### src/design/psc_defines.svh
/*
  register offsets, field positions, mode codes and reset values of the
  pwm slice compare control block; included by design and dv files.
*/
`ifndef PSC_DEFINES_SVH
`define PSC_DEFINES_SVH

`define PSC_ADDR_W        12
`define PSC_OFS_FLAGS     12'h493
`define PSC_OFS_ENABLES   12'h494
`define PSC_OFS_CONTROL   12'h495
`define PSC_OFS_CONFIG    12'h496
`define PSC_OFS_P1_LO     12'h497
`define PSC_OFS_P1_HI     12'h498
`define PSC_OFS_P2_LO     12'h499
`define PSC_OFS_P2_HI     12'h49a
`define PSC_OFS_LOAD_MIR  12'h49e
`define PSC_OFS_EN_MIR    12'h49f

`define PSC_BIT_P1        0
`define PSC_BIT_P2        1
`define PSC_BIT_EN        7
`define PSC_BIT_LD        2
`define PSC_BIT_EXT_RESET_POLARITY    1
`define PSC_BIT_EXT_RESET_TIMING    0
`define PSC_BIT_SECOND_OUTPUT_POLARITY      7
`define PSC_BIT_FIRST_OUTPUT_POLARITY      6
`define PSC_BIT_PUSH_PULL_ENABLE      3
`define PSC_MODE_HI       2
`define PSC_MODE_LO       0
`define PSC_CFG_MASK      8'hcf

`define PSC_MODE_LEFT     3'h0
`define PSC_MODE_RIGHT    3'h1
`define PSC_MODE_CENTER   3'h2
`define PSC_MODE_VAR      3'h3
`define PSC_MODE_CSET     3'h4
`define PSC_MODE_CTOG     3'h5

`define PSC_RST_BYTE      8'h00
`define PSC_RST_WORD      16'h0000

`endif

### src/design/psc_pkg.sv
/*
  types of the pwm slice compare control block.
  assumes psc_defines.svh is on the include path.
*/
`default_nettype none
package psc_pkg;
  typedef enum logic [2:0] {
    PSC_LEFT,
    PSC_RIGHT,
    PSC_CENTER,
    PSC_VARIABLE,
    PSC_CMP_SET,
    PSC_CMP_TOGGLE,
    PSC_RESERVED
  } psc_mode_t;
  typedef logic [15:0] psc_word_t;
endpackage
`default_nettype wire

### src/design/psc_top.sv
/*
  one pwm slice with two parameter outputs: timer, alignment and compare
  modes, parameter flags, control and shared mirror registers.
  assumes pwm_tick_i is a one-cycle strobe from the prescaler on clock_i,
  period_value_i comes from the period register on clock_i, and
  ext_reset_i is an asynchronous pin.
*/
`include "psc_defines.svh"
`default_nettype none

// Overview of operation
// second flag: match, output change, pulse start or end per mode
// first flag: match, output change, pulse start or end per mode
// enable bit 0 and 1 gate each flag into interrupt
// enable low resets internal state, outputs default, registers kept
// reload copies period and parameters at period event, then clears
// polarity bit one means external reset active low
// timing bit one stops counter at next pwm clock
// timing bit zero stops counter at period end
// polarity bits 7 and 6 make outputs active low
// push-pull alternates outputs each period, left and right only; code applies it in every mode
// mode field selects alignment, codes 11x force reset state; code keeps outputs and flags inactive, timer still runs
// compare: code 101 toggles, 100 sets output high on match
// software writes configuration only while disabled
// left and right modes hold output high n clocks
// center mode holds output high 2n clocks around period event
// variable mode: high at first match, low at second match
// compare modes raise match event when timer equals parameter
// shared load register mirrors reload bit
// shared enable register mirrors enable bit
// parameters accessed as separate high and low bytes
// period event when timer equals period, timer returns to zero
// combined bit is or of enabled flags
// software clears flags, hardware never does
// hardware set beats software clear in same cycle
module psc_top
  import psc_pkg::*;
#(
  parameter int INST_IDX = 0
) (
  input  wire logic                     clock_i,
  input  wire logic                     nrst_i,
  input  wire logic [`PSC_ADDR_W-1:0]   addr_i,
  input  wire logic [7:0]               wdata_i,
  input  wire logic                     wr_i,
  input  wire logic                     rd_i,
  output logic      [7:0]               rdata_o,
  input  wire logic                     pwm_tick_i,
  input  wire logic [15:0]              period_value_i,
  input  wire logic                     ext_reset_i,
  output logic                          first_param_output_o,
  output logic                          second_param_output_o,
  output logic                          combined_interrupt_bit_o,
  output logic                          period_event_o,
  output logic                          enable_o
);

  logic       [1:0]  slice_interrupt_flags;
  logic       [1:0]  slice_interrupt_enables;
  logic              mod_en;
  logic              reload_request;
  logic              ext_reset_polarity;
  logic              ext_reset_timing;
  logic       [7:0]  slice_configuration;
  psc_word_t         slice_first_parameter;
  psc_word_t         slice_second_parameter;
  psc_word_t         p1_act;
  psc_word_t         p2_act;
  psc_word_t         pr_act;
  psc_word_t         timer;
  logic              ext_meta;
  logic              ext_sync;
  logic              stop_pend;
  logic              stopped;
  logic              pp_phase;
  logic              var_state;
  logic       [1:0]  cmp_state;
  logic       [1:0]  raw_q;
  logic       [1:0]  raw_next;
  logic       [1:0]  hw_evt;
  logic              ext_act;
  logic              run;
  logic              period_evt;
  logic              match1;
  logic              match2;
  logic              first_output_polarity;
  logic              second_output_polarity;
  logic              push_pull_enable;
  psc_mode_t         mode;
  logic              own_ld_mirror;
  logic              own_en_mirror;

  assign first_output_polarity  = slice_configuration[`PSC_BIT_FIRST_OUTPUT_POLARITY];
  assign second_output_polarity = slice_configuration[`PSC_BIT_SECOND_OUTPUT_POLARITY];
  assign push_pull_enable       = slice_configuration[`PSC_BIT_PUSH_PULL_ENABLE];

  // mode decode
  always_comb begin
    case (slice_configuration[`PSC_MODE_HI:`PSC_MODE_LO])
      `PSC_MODE_LEFT:   mode = PSC_LEFT;
      `PSC_MODE_RIGHT:  mode = PSC_RIGHT;
      `PSC_MODE_CENTER: mode = PSC_CENTER;
      `PSC_MODE_VAR:    mode = PSC_VARIABLE;
      `PSC_MODE_CSET:   mode = PSC_CMP_SET;
      `PSC_MODE_CTOG:   mode = PSC_CMP_TOGGLE;
      default:          mode = PSC_RESERVED;
    endcase
  end

  // pin passes two flops before anything reads it
  always_ff @(posedge clock_i or negedge nrst_i) begin
    if (!nrst_i) begin
      ext_meta <= 1'b0;
      ext_sync <= 1'b0;
    end else begin
      ext_meta <= ext_reset_i;
      ext_sync <= ext_meta;
    end
  end

  // polarity select
  assign ext_act = ext_reset_polarity ? ~ext_sync : ext_sync;

  assign run        = mod_en & ~stopped;
  // period match
  assign period_evt = run & pwm_tick_i & (timer == pr_act);
  assign match1     = run & pwm_tick_i & (timer == p1_act);
  assign match2     = run & pwm_tick_i & (timer == p2_act);
  assign period_event_o = period_evt;

  // timer wraps to zero on period event
  always_ff @(posedge clock_i or negedge nrst_i) begin
    if (!nrst_i) begin
      timer <= `PSC_RST_WORD;
    end else if (!run) begin
      timer <= `PSC_RST_WORD;
    end else if (pwm_tick_i) begin
      timer <= period_evt ? `PSC_RST_WORD : timer + 16'h0001;
    end
  end

  // external reset stop control
  always_ff @(posedge clock_i or negedge nrst_i) begin
    if (!nrst_i) begin
      stop_pend <= 1'b0;
      stopped   <= 1'b0;
    end else if (!mod_en) begin
      stop_pend <= 1'b0;
      stopped   <= 1'b0;
    end else if (!ext_act) begin
      stop_pend <= 1'b0;
      stopped   <= 1'b0;
    // stop on next pwm clock
    end else if (ext_reset_timing) begin
      if (pwm_tick_i) begin
        stopped <= 1'b1;
      end
    // finish period first
    end else begin
      stop_pend <= 1'b1;
      if (period_evt) begin
        stopped <= 1'b1;
      end
    end
  end

  // active buffers; while disabled they track the registers
  always_ff @(posedge clock_i or negedge nrst_i) begin
    if (!nrst_i) begin
      p1_act <= `PSC_RST_WORD;
      p2_act <= `PSC_RST_WORD;
      pr_act <= `PSC_RST_WORD;
    end else if (!mod_en || (period_evt && reload_request)) begin
      p1_act <= slice_first_parameter;
      p2_act <= slice_second_parameter;
      pr_act <= period_value_i;
    end
  end

  // push-pull phase flips every period
  always_ff @(posedge clock_i or negedge nrst_i) begin
    if (!nrst_i) begin
      pp_phase <= 1'b0;
    end else if (!run) begin
      pp_phase <= 1'b0;
    end else if (period_evt) begin
      pp_phase <= ~pp_phase;
    end
  end

  // variable aligned state; second match wins a tie
  always_ff @(posedge clock_i or negedge nrst_i) begin
    if (!nrst_i) begin
      var_state <= 1'b0;
    end else if (!run || mode != PSC_VARIABLE) begin
      var_state <= 1'b0;
    end else if (match2) begin
      var_state <= 1'b0;
    end else if (match1) begin
      var_state <= 1'b1;
    end
  end

  // compare set or toggle
  always_ff @(posedge clock_i or negedge nrst_i) begin
    if (!nrst_i) begin
      cmp_state <= 2'h0;
    end else if (!run) begin
      cmp_state <= 2'h0;
    end else if (mode == PSC_CMP_SET) begin
      cmp_state <= cmp_state | {match2, match1};
    end else if (mode == PSC_CMP_TOGGLE) begin
      cmp_state <= cmp_state ^ {match2, match1};
    end else begin
      cmp_state <= 2'h0;
    end
  end

  // raw active-high level per output, computed from the timer
  always_comb begin
    logic [16:0] sum1;
    logic [16:0] sum2;
    logic [16:0] pr_w;
    sum1 = {1'b0, timer} + {1'b0, p1_act};
    sum2 = {1'b0, timer} + {1'b0, p2_act};
    pr_w = {1'b0, pr_act};
    raw_next = 2'h0;
    if (run) begin
      case (mode)
        // pulse at start of period
        PSC_LEFT: begin
          raw_next = {timer < p2_act, timer < p1_act};
        end
        // pulse at end of period
        PSC_RIGHT: begin
          raw_next = {sum2 > pr_w, sum1 > pr_w};
        end
        // n before and n after the period event
        PSC_CENTER: begin
          raw_next = {(timer < p2_act) || (sum2 > pr_w), (timer < p1_act) || (sum1 > pr_w)};
        end
        PSC_VARIABLE: begin
          raw_next = {var_state, var_state};
        end
        PSC_CMP_SET,
        PSC_CMP_TOGGLE: begin
          raw_next = cmp_state;
        end
        default: begin
          raw_next = 2'h0;
        end
      endcase
      // only one output driven per period
      if (push_pull_enable) begin
        raw_next = raw_next & {pp_phase, ~pp_phase};
      end
    end
  end

  // outputs at inactive level while disabled or stopped
  // polarity applied last
  always_ff @(posedge clock_i or negedge nrst_i) begin
    if (!nrst_i) begin
      raw_q                 <= 2'h0;
      first_param_output_o  <= 1'b0;
      second_param_output_o <= 1'b0;
    end else begin
      raw_q                 <= raw_next;
      first_param_output_o  <= raw_next[0] ^ first_output_polarity;
      second_param_output_o <= raw_next[1] ^ second_output_polarity;
    end
  end

  // flag events per mode
  always_comb begin
    hw_evt = 2'h0;
    case (mode)
      // right aligned: pulse start
      PSC_RIGHT:  hw_evt = raw_next & ~raw_q;
      // left aligned: pulse end
      PSC_LEFT:   hw_evt = ~raw_next & raw_q;
      // center: any change
      PSC_CENTER: hw_evt = raw_next ^ raw_q;
      // match in variable and compare modes
      PSC_VARIABLE,
      PSC_CMP_SET,
      PSC_CMP_TOGGLE: hw_evt = {match2, match1};
      default:    hw_evt = 2'h0;
    endcase
    if (!run) begin
      hw_evt = 2'h0;
    end
  end

  // set wins over a clearing write
  // only software clears
  always_ff @(posedge clock_i or negedge nrst_i) begin
    if (!nrst_i) begin
      slice_interrupt_flags <= 2'h0;
    end else if (wr_i && addr_i == `PSC_OFS_FLAGS) begin
      slice_interrupt_flags <= wdata_i[`PSC_BIT_P2:`PSC_BIT_P1] | hw_evt;
    end else begin
      slice_interrupt_flags <= slice_interrupt_flags | hw_evt;
    end
  end

  // enabled flags or'ed, clears when all are cleared
  assign combined_interrupt_bit_o = |(slice_interrupt_flags & slice_interrupt_enables);
  assign enable_o = mod_en;

  always_ff @(posedge clock_i or negedge nrst_i) begin
    if (!nrst_i) begin
      slice_interrupt_enables <= 2'h0;
    end else if (wr_i && addr_i == `PSC_OFS_ENABLES) begin
      slice_interrupt_enables <= wdata_i[`PSC_BIT_P2:`PSC_BIT_P1];
    end
  end

  // enable written from control or shared mirror
  always_ff @(posedge clock_i or negedge nrst_i) begin
    if (!nrst_i) begin
      mod_en <= 1'b0;
    end else if (wr_i && addr_i == `PSC_OFS_CONTROL) begin
      mod_en <= wdata_i[`PSC_BIT_EN];
    end else if (wr_i && addr_i == `PSC_OFS_EN_MIR) begin
      mod_en <= wdata_i[INST_IDX];
    end
  end

  // reload request; a fresh write beats the completion clear
  always_ff @(posedge clock_i or negedge nrst_i) begin
    if (!nrst_i) begin
      reload_request <= 1'b0;
    end else if (wr_i && addr_i == `PSC_OFS_CONTROL) begin
      reload_request <= wdata_i[`PSC_BIT_LD];
    end else if (wr_i && addr_i == `PSC_OFS_LOAD_MIR) begin
      reload_request <= wdata_i[INST_IDX];
    end else if (period_evt) begin
      reload_request <= 1'b0;
    end
  end

  always_ff @(posedge clock_i or negedge nrst_i) begin
    if (!nrst_i) begin
      ext_reset_polarity <= 1'b0;
      ext_reset_timing   <= 1'b0;
    end else if (wr_i && addr_i == `PSC_OFS_CONTROL) begin
      ext_reset_polarity <= wdata_i[`PSC_BIT_EXT_RESET_POLARITY];
      ext_reset_timing   <= wdata_i[`PSC_BIT_EXT_RESET_TIMING];
    end
  end

  // writes while enabled are taken but unsafe
  always_ff @(posedge clock_i or negedge nrst_i) begin
    if (!nrst_i) begin
      slice_configuration <= `PSC_RST_BYTE;
    end else if (wr_i && addr_i == `PSC_OFS_CONFIG) begin
      slice_configuration <= wdata_i & `PSC_CFG_MASK;
    end
  end

  // byte-wide parameter access
  always_ff @(posedge clock_i or negedge nrst_i) begin
    if (!nrst_i) begin
      slice_first_parameter  <= `PSC_RST_WORD;
      slice_second_parameter <= `PSC_RST_WORD;
    end else if (wr_i) begin
      if (addr_i == `PSC_OFS_P1_LO) begin
        slice_first_parameter[7:0] <= wdata_i;
      end else if (addr_i == `PSC_OFS_P1_HI) begin
        slice_first_parameter[15:8] <= wdata_i;
      end else if (addr_i == `PSC_OFS_P2_LO) begin
        slice_second_parameter[7:0] <= wdata_i;
      end else if (addr_i == `PSC_OFS_P2_HI) begin
        slice_second_parameter[15:8] <= wdata_i;
      end
    end
  end

  // other instances' mirror bits live elsewhere and read as zero here
  always_comb begin
    own_ld_mirror = reload_request;
    own_en_mirror = mod_en;
  end

  // read data one cycle after the strobe; unmapped reads zero
  always_ff @(posedge clock_i or negedge nrst_i) begin
    if (!nrst_i) begin
      rdata_o <= `PSC_RST_BYTE;
    end else if (rd_i) begin
      if (addr_i == `PSC_OFS_FLAGS) begin
        rdata_o <= {6'h00, slice_interrupt_flags};
      end else if (addr_i == `PSC_OFS_ENABLES) begin
        rdata_o <= {6'h00, slice_interrupt_enables};
      end else if (addr_i == `PSC_OFS_CONTROL) begin
        rdata_o <= {mod_en, 4'h0, reload_request, ext_reset_polarity, ext_reset_timing};
      end else if (addr_i == `PSC_OFS_CONFIG) begin
        rdata_o <= slice_configuration;
      end else if (addr_i == `PSC_OFS_P1_LO) begin
        rdata_o <= slice_first_parameter[7:0];
      end else if (addr_i == `PSC_OFS_P1_HI) begin
        rdata_o <= slice_first_parameter[15:8];
      end else if (addr_i == `PSC_OFS_P2_LO) begin
        rdata_o <= slice_second_parameter[7:0];
      end else if (addr_i == `PSC_OFS_P2_HI) begin
        rdata_o <= slice_second_parameter[15:8];
      // load mirror
      end else if (addr_i == `PSC_OFS_LOAD_MIR) begin
        rdata_o <= 8'(own_ld_mirror) << INST_IDX;
      // enable mirror
      end else if (addr_i == `PSC_OFS_EN_MIR) begin
        rdata_o <= 8'(own_en_mirror) << INST_IDX;
      end else begin
        rdata_o <= `PSC_RST_BYTE;
      end
    end
  end

endmodule
`default_nettype wire

### config.mk
export PLATFORM = sky130hd
export DESIGN_NAME = psc_top
export DESIGN_NICKNAME = d
export VERILOG_FILES = /design/src/design/psc_pkg.sv /design/src/design/psc_top.sv
export VERILOG_INCLUDE_DIRS = /design/src /design/src/design
export SDC_FILE = /design/constraint.sdc
export NUM_CORES = 1
export LEC_CHECK = 0
export BUFFER_PORTS_ARGS = -buffer_cell sky130_fd_sc_hd__buf_4
export CORE_MARGIN = 1.5
export CORE_UTILIZATION = 36
export CTS_BUF_LIST = sky130_fd_sc_hd__clkbuf_16
export DETAILED_ROUTE_END_ITERATION = 12
export PLACE_DENSITY = 0.5
export SLEW_MARGIN = 25
export SYNTH_ARGS = -nofsm -noshare
export SYNTH_HDL_FRONTEND = slang
export SYNTH_SLANG_ARGS = --single-unit
### constraint.sdc
create_clock -name clock_i -period 5.74 [get_ports clock_i]
set_input_delay 0.287 -clock clock_i [delete_from_list [all_inputs] [get_ports clock_i]]
set_output_delay 0.287 -clock clock_i [all_outputs]
set_load 0.01 [all_outputs]
==> results of run 1 <==
[worst max-delay path: cells and delay by family, from the launching register on]
family	cells	cell delay, ps
simple gates	2	230
fa+ha+maj	3	790
xor+xnor	1	90
flops	1	580
compound gates	15	2950
buf+inv	2	230
[power by group]
part           internal [mW]  switching [mW]
clock                  0.619           0.481
combinational         0.0498          0.0716
sequential             0.920          0.0119
total                   1.59           0.565
[worst max-delay path by stage]
stage | start | end | slack (ps) | cells past startpoint
detailed placement | timer[3] | slice_interrupt_flags[0] | 770 | 23
finish | timer[3] | slice_interrupt_flags[0] | 770 | 23
global placement | timer[3] | slice_interrupt_flags[0] | 750 | 23
CTS | timer[3] | slice_interrupt_flags[0] | 770 | 23
floorplan | timer[0] | slice_interrupt_flags[1] | 1480 | 24
global route | timer[3] | slice_interrupt_flags[0] | 200 | 23
[cell usage after synthesis (all sizes together), types with 6 or more instances]
cell type  count
a211oi         8
a21o           6
a21oi         62
a221oi        10
a22o           6
and3           6
buf           15
clkbuf         7
dfrtp        129
ha           103
inv           99
mux2          97
mux2i          6
nand2         37
nand2b        13
nand3         12
nand4         16
nor2          68
nor2b          8
nor3          18
nor4          10
o21ai         17
o21bai         9
o22ai          7
xnor2         31
xor2          30
[logic make-up after synthesis]
group                      synth area share
AOI/OAI and AO/OA                     0.128
xor gates and xnor gates             0.0596
adders and majority gates             0.148
buffers and inverters                0.0582
DFF                                   0.360
muxes                                 0.129
and+or+nand+nor                       0.117
[layout make-up]
cell class	count	area, µm²
clock buffers	17	425
clock inverters	15	166
flip-flops and latches	129	3230
well taps	324	405
inverters	99	372
fillers	2470	14100
multi-input cells	643	5210
repair buffers	60	459
[per-layer routing]
layer  vias to the layer above  track usage  part of all wire
met5                         -            0                 0
met4                         0       0.0720             0.028
met3                        33       0.0364             0.047
met2                       155        0.319              0.45
met1                      3293        0.281              0.47
li1                       3288            -                 -
[sequential cells by signal (all words and copies together), names as in the netlist, 2 cells and up]
register,cells
cmp_state,2
p1_act,16
p2_act,16
pr_act,16
raw_q,2
rdata_o,8
slice_configuration,6
slice_first_parameter,16
slice_interrupt_enables,2
slice_interrupt_flags,2
slice_second_parameter,16
timer,16
==> flow_summary.toml, run 1 <==
[route]
drt_iter0_drc = 379
antenna_left = 0
drc = 0
drt_first_pass_iters = 5
routedWlPerCell_um = 19.5
viasPerCell = 5.26
wl_um = 25100
dr_total_vias = 6769

[cells_and_area]
final_cell_count_no_fill = 1287
postLayoutCoreUtil = 0.421
syn2layout_area_growth_pct = 14.6
layout_common_cells = "129 x dfrtp_1, 103 x ha_1, 98 x inv_1, 97 x mux2_2, 68 x nor2_1"
drive_gt1_frac = 0.209
fin_nets = 1097
final_common_cell = "dfrtp_1"
antenna_cells = 0
final_cell_area_um2 = 10300

[pwr]
peakVddDrop_mv = 0.153
power_density_nw_per_um2 = 210
leakagePower_nw = 5.00
power_mw = 2.15

[worst_setup_path]
worst_path_max_delay_cell = "dfrtp_1"
cpPeakStageDelay_ps = 580
crit_path_end_kind = "flop"
r2r_setup_slack_ps = 770
startpoint_type = "flop"
cp.required_ps = 6080
reg2reg_from = "timer[3]"
critPathKind = "flop to flop"
reg2reg_to = "slice_interrupt_flags[0]"
crit_fanout = 9
rr_worst_depth = 23
worst-endpoint-arrival_ps = 5310
cp_cell_sequence = "ha_1 > inv_1 > o311ai_0 > a211o_1 > o221a_2 > o31ai_1 > a21oi_1 > o21bai_1 > xnor2_1 > ha_1 > nor2_1 > o211ai_1 > a211oi_1 > o22ai_1 > o21a_1 > o21ai_2 > inv_1 > ha_1 > nor2_1 > a21oi_1 > a211oi_1 > a21oi_1 > o21ai_0"

[timing]
setup_violations = 0
fin_crit_sh = 0.866
worst_pin_slew_ps = 869
period_needed_ps = 4970
postLayoutSetupSlackWorst_ps = 772
fmax_mhz = 201
rsz0062_at_grt = "false"
clock_skew_ps = 6.90
final_max_slew_viol_count = 0
report.final.hold_viol_count = 0
hold_slack_ps = 94.2
tns_ps = 0
slew_headroom = 0.421

[yosys]
synth-main-ff-cell = "dfrtp_1"
synthTopCellsByArea = "dfrtp_1 36%, ha_1 14%, mux2_2 12%, inv_1 4.1%, a21oi_1 3.5%"
yosysSeqAreaShare = 0.360
yosys_register_bits = 129
synth_top_area_cell = "dfrtp_1"
syn_area_um2 = 8960
synth_cells = 893
async_flop_share = 1.00
synth_edf_count = 0
netlist.area_leader.share = 0.360
yosys_warnings = 0
avgSynthCellArea_um2 = 10.0
ys_types = 73
synthesis.nets = 1040

[cts]
cts_tree = "built"
cts_made_buffers = 17
clock_path_buffers = 2
ctsResizeCount = 0
cts_root_buffer = "clkbuf_16"
cts_htree_levels = 4
postCtsSetupRepairBufs = 0
hold_buffers = 2
clk_pin_slew_ps = 70
clock_latency_ps = 420
clkSinkCount = 129

[floorplan]
core_area_um2 = 24400
die_area_um2 = 25800
io_pins = 55
start_util = 0.367
die_x_um = 161
num_rows = 57
dieHeight_um = 161

[placement]
numPortBuffers = 54
post-dp-hpwl_um = 19600
post-place-ws_ps = 774
place_inst = 1253
dpl_cell_area_um2 = 9650
place_congestion = 0.877

[grt]
grt_max_degree = 68
gr-usage-all-layers = 0.203
grt_pass1_vias = 6844
grt_pass1_wl_um = 39800
grt_overflow = 0
antenna_found_initial = 0

[run]
max_cap_viol_count = 0

[status]
status = "finished clean"

[worst_hold_path]
min_from = "period_value_i[7]"
holdPathEnd = "pr_act[7]"
hold_path_depth = 2
hold_class = "primary input to flop"
Power figures use the tool's default switching activity.
==> inputs of run 2 (changes only) <==
Settings changed: ABC_CLOCK_PERIOD_IN_PS set to 5740, RECOVER_POWER set to 100, TNS_END_PERCENT set to 100.
==> flow_summary.toml, run 2 (synthesized netlist as in run 1, its figures left out) <==
[worst_setup_path]
critPathBufInv = 2
cpPeakStageDelay_ps = 810
crit_start = "timer[0]"
crit_path_end_kind = "flop"
r2r_setup_slack_ps = 490
worst_path_max_delay_cell = "o41ai_1"
worst-path-stages = 23
cp.required_ps = 6080
critPathKind = "flop to flop"
rr_worst_depth = 23
worst-endpoint-arrival_ps = 5590
startpoint_type = "flop"
cp_cell_sequence = "ha_1 > inv_1 > fa_1 > o21bai_1 > a211oi_1 > o41ai_1 > a21oi_1 > o21bai_1 > a21oi_1 > xor2_1 > ha_1 > o21a_1 > o21ai_0 > a32oi_1 > o2bb2ai_1 > o21ai_0 > a221o_1 > inv_1 > ha_1 > mux2i_1 > a21oi_1 > o22a_1 > o21ai_1"
crit_fanout = 8
reg2reg_from = "timer[0]"
path_delay_family = "compound AO/OA/AOI/OAI gates"
critPathCapture = "slice_interrupt_flags[1]"
reg2reg_to = "slice_interrupt_flags[1]"

[grt]
grtUsageMet1 = 0.281
met2_usage = 0.319
grt_busiest_layer = "met2"
grt_pass1_wl_um = 39800
grt_overflow = 0
gr-usage-all-layers = 0.203
met3_usage = 0.0364
grt_max_degree = 68
grt_pass1_vias = 6844
antenna_found_initial = 0

[pwr]
power_density_nw_per_um2 = 212
leakagePower_nw = 4.92
peakVddDrop_mv = 0.154
power_mw = 2.15

[placement]
post-place-ws_ps = 774
post-dp-hpwl_um = 19600
place_congestion = 0.877
dpl_cell_area_um2 = 9650
numPortBuffers = 54

[floorplan]
die_x_um = 161
die_area_um2 = 25800
dieHeight_um = 161
core_area_um2 = 24400
io_pins = 55
num_rows = 57
start_util = 0.367

[timing]
fin_crit_sh = 0.915
setup_violations = 0
report.final.hold_viol_count = 0
slew_headroom = -1.44
fmax_mhz = 190
rsz0062_at_grt = "false"
worst_pin_slew_ps = 3650
hold_slack_ps = 94.1
period_needed_ps = 5250
tns_ps = 0
final_max_slew_viol_count = 136
clock_skew_ps = 7.43
postLayoutSetupSlackWorst_ps = 488

[cts]
cts_tree = "built"
cts_made_buffers = 17
clock_path_buffers = 2
cts_root_buffer = "clkbuf_16"
clk_pin_slew_ps = 70
cts_htree_levels = 4
clock_latency_ps = 420
clkSinkCount = 129

[route]
drt_first_pass_iters = 5
viasPerCell = 5.22
dr_total_vias = 6720
drt_iter0_drc = 392
routedWlPerCell_um = 19.4
antenna_left = 0
wl_um = 25000
drc = 0

[cells_and_area]
drive_gt1_frac = 0.184
fin_nets = 1097
syn2layout_area_growth_pct = 13.3
final_cell_area_um2 = 10100
layout_common_cells = "129 x dfrtp_1, 103 x ha_1, 99 x inv_1, 97 x mux2_2, 68 x nor2_1"
num-fill-cells = 2493
final_common_cell = "dfrtp_1"
antenna_cells = 0

[status]
status = "finished, violations left"
violations = "max-capacitance violations, max-slew violations"

[worst_hold_path]
hold_class = "primary input to flop"

[run]
max_cap_viol_count = 4
## run 2: where the power goes
part	leakage (nW)	total, mW	internal (mW)	switching (mW)
clock	0.282	1.10	0.619	0.481
combinational	2.88	0.118	0.0479	0.0700
sequential	1.75	0.931	0.920	0.0118
## run 2: how the worst min path moves through the flow
stage	cells after the start	start	slack [ps]	endpoint
finish	2	period_value_i[7]	90	pr_act[7]
CTS	2	period_value_i[7]	80	pr_act[7]
global route	2	period_value_i[4]	80	pr_act[4]
detailed placement	1	nrst_i	330	pr_act[5]
global placement	1	nrst_i	330	pr_act[5]
floorplan	0	nrst_i	-9	cmp_state[0]
## run 2: cell type report
class                           count  area (µm²)  area share
Clock buffer                       17         425      0.0419
Clock inverter                     15         166      0.0164
Inverter                           99         372      0.0366
Multi-Input combinational cell    643        5160       0.508
Sequential cell                   129        3230       0.318
Tap cell                          324         405      0.0399
Timing Repair Buffer               60         395      0.0390
## run 2: worst register-to-register path, delay by kind of cell (launching register included)
family	cells	cell delay, ps
flip-flops	1	500
buffers and inverters	2	160
XOR/XNOR	1	150
AO/OA/AOI/OAI	15	3090
multiplexers	1	130
adder cells (fa/ha/maj)	4	1160
## run 2: routing by layer
| layer | up-vias | share of wire |
|---|---|---|
| met5 | - | 0 |
| met4 | 0 | 0.027 |
| met3 | 31 | 0.052 |
| met2 | 155 | 0.45 |
| met1 | 3252 | 0.47 |
| li1 | 3282 | - |
## run 2: stage by stage
stage,utilization,std cells
floorplan,-,893
global placement,0.396,1253
detailed placement,0.396,1253
CTS,0.421,1287
global route,0.416,1287
finish,0.416,1287
## run 2: timing repair
| action | in CTS | in global routing |
|---|---|---|
| setup buffers | 0 | 0 |
| endpoints found under the hold margin | 63 | 0 |
| resized for setup | 0 | 0 |
| hold buffers | 2 | 0 |
| setup endpoints to repair | 0 | 0 |
==> inputs of run 3 (changes only) <==
Settings changed: GPL_TIMING_DRIVEN set to 0, PLACE_DENSITY 0.5 to not set.
==> flow_summary.toml, run 3 (synthesized netlist as in run 1, its figures left out) <==
[floorplan]
num_rows = 57
core_area_um2 = 24400
die_area_um2 = 25800
io_pins = 55
dieHeight_um = 161
die_x_um = 161
start_util = 0.367

[worst_hold_path]
min_from = "period_value_i[4]"
holdPathEnd = "pr_act[4]"
hold_path_depth = 2
hold_class = "primary input to flop"

[cts]
clock_latency_ps = 430
clkSinkCount = 129
clk_pin_slew_ps = 70
cts_tree = "built"
cts_made_buffers = 17
cts_htree_levels = 4
clock_path_buffers = 2
cts_root_buffer = "clkbuf_16"

[pwr]
power_mw = 2.08
combPwrFrac = 0.056
power_density_nw_per_um2 = 205
peakVddDrop_mv = 0.131
intPower_mw = 1.56
p_sw_frac = 0.252
share_seq_of_total_power = 0.447
p_clk_frac = 0.497
leakagePower_nw = 4.93
switchingPower_uw = 524

[timing]
period_needed_ps = 5360
hold_slack_ps = 85.9
fmax_mhz = 186
final_max_slew_viol_count = 153
clock_skew_ps = 10.6
tns_ps = 0
rsz0062_at_grt = "false"
postLayoutSetupSlackWorst_ps = 378
slew_headroom = -0.536
report.final.hold_viol_count = 0
fin_crit_sh = 0.934
setup_violations = 0
worst_pin_slew_ps = 2300

[grt]
antenna_found_initial = 0
grt_pass1_vias = 6835
gr-usage-all-layers = 0.197
grt_overflow = 0
grt_max_degree = 91
grt_pass1_wl_um = 38500

[route]
drc = 0
antenna_left = 0
routedWlPerCell_um = 19.1
wl_um = 24900
dr_total_vias = 6923
drt_first_pass_iters = 7
drt_iter0_drc = 491
viasPerCell = 5.32

[cells_and_area]
fin_nets = 1112
final_common_cell = "dfrtp_1"
antenna_cells = 0
num-fill-cells = 2433
layout_common_cells = "126 x dfrtp_1, 103 x ha_1, 102 x inv_1, 97 x mux2_2, 68 x nor2_1"
postLayoutCoreUtil = 0.417
syn2layout_area_growth_pct = 13.4
drive_gt1_frac = 0.181

[worst_setup_path]
cp.required_ps = 6080
rr_worst_depth = 24
worst-endpoint-arrival_ps = 5700
crit_path_end_kind = "flop"
critPathKind = "flop to flop"
startpoint_type = "flop"
crit_fanout = 4
r2r_setup_slack_ps = 380
reg2reg_from = "p1_act[3]"
reg2reg_to = "slice_interrupt_flags[0]"

[status]
status = "finished, violations left"
violations = "max-capacitance violations, max-slew violations"

[placement]
place_congestion = 0.879
post-dp-hpwl_um = 19200
post-place-ws_ps = 332
numPortBuffers = 50

[run]
max_cap_viol_count = 4
-- run 3: what timing repair did --
item	in CTS	in global routing
setup endpoints to repair	0	2
setup buffers	0	0
hold endpoints to repair	40	0
hold buffers	2	0
gates resized for setup	0	3
-- run 3: metrics by stage --
stage	instance area [µm²]	instances
final	10200	1302
after detailed placement	9780	1268
after global placement	9740	1267
after global routing	10200	1302
after CTS	10300	1302
after floorplan	8960	893
-- run 3: critical path, cell delays in order (launching register included) --
cell	delay (ps)
dfrtp_1	470
inv_1	70
ha_1	330
inv_1	140
o311ai_0	250
a211o_1	360
o221a_2	280
o31ai_1	320
a21oi_1	140
o21bai_1	170
xnor2_1	90
ha_1	300
nand4b_1	180
nor3_1	350
a22o_1	210
o22ai_1	100
o21a_1	220
o21ai_2	230
inv_1	90
ha_1	280
nor2_1	90
a21oi_1	40
a211oi_1	260
a21oi_1	90
o21ai_0	230
-- run 3: cell type report --
cell class / instances / area [µm²] / area share
buffer: 22 / 104 / 0.0102
clock buffer: 17 / 425 / 0.0419
clock inverter: 15 / 120 / 0.0118
inverter: 99 / 372 / 0.0366
multi-input combinational: 643 / 5160 / 0.507
sequential: 129 / 3230 / 0.318
tap: 324 / 405 / 0.0399
timing repair buffer: 53 / 348 / 0.0342
-- run 3: power by group through the flow --
stage               Combinational [mW]  Clock, mW  Sequential (mW)
floorplan                       0.0550          0            0.944
global placement                 0.119          0            0.947
detailed placement               0.124          0            0.947
CTS                              0.126       1.05            0.931
global route                     0.131       1.09            0.932
finish                           0.116       1.03            0.931
-- run 3: worst max path at each step --
| stage | depth (start not counted) | slack [ps] | from | endpoint |
|---|---|---|---|---|
| 6_report | 24 | 380 | p1_act[3] | slice_interrupt_flags[0] |
| 5_1_grt | 24 | 20 | p1_act[1] | slice_interrupt_flags[0] |
| 4_1_cts | 23 | 290 | timer[1] | slice_interrupt_flags[1] |
| 3_5_place_dp | 23 | 330 | timer[1] | slice_interrupt_flags[1] |
| 3_3_place_gp | 23 | 320 | timer[3] | slice_interrupt_flags[0] |
| 2_1_floorplan | 24 | 1480 | timer[0] | slice_interrupt_flags[1] |
-- run 3: per-layer routing --
layer,GRT usage,part of all wire,wire length (µm),vias up
met5,0,0,0,-
met4,0.0661,0.026,648,0
met3,0.0307,0.042,1040,38
met2,0.312,0.45,11300,171
met1,0.276,0.48,12000,3396
li1,-,-,-,3318
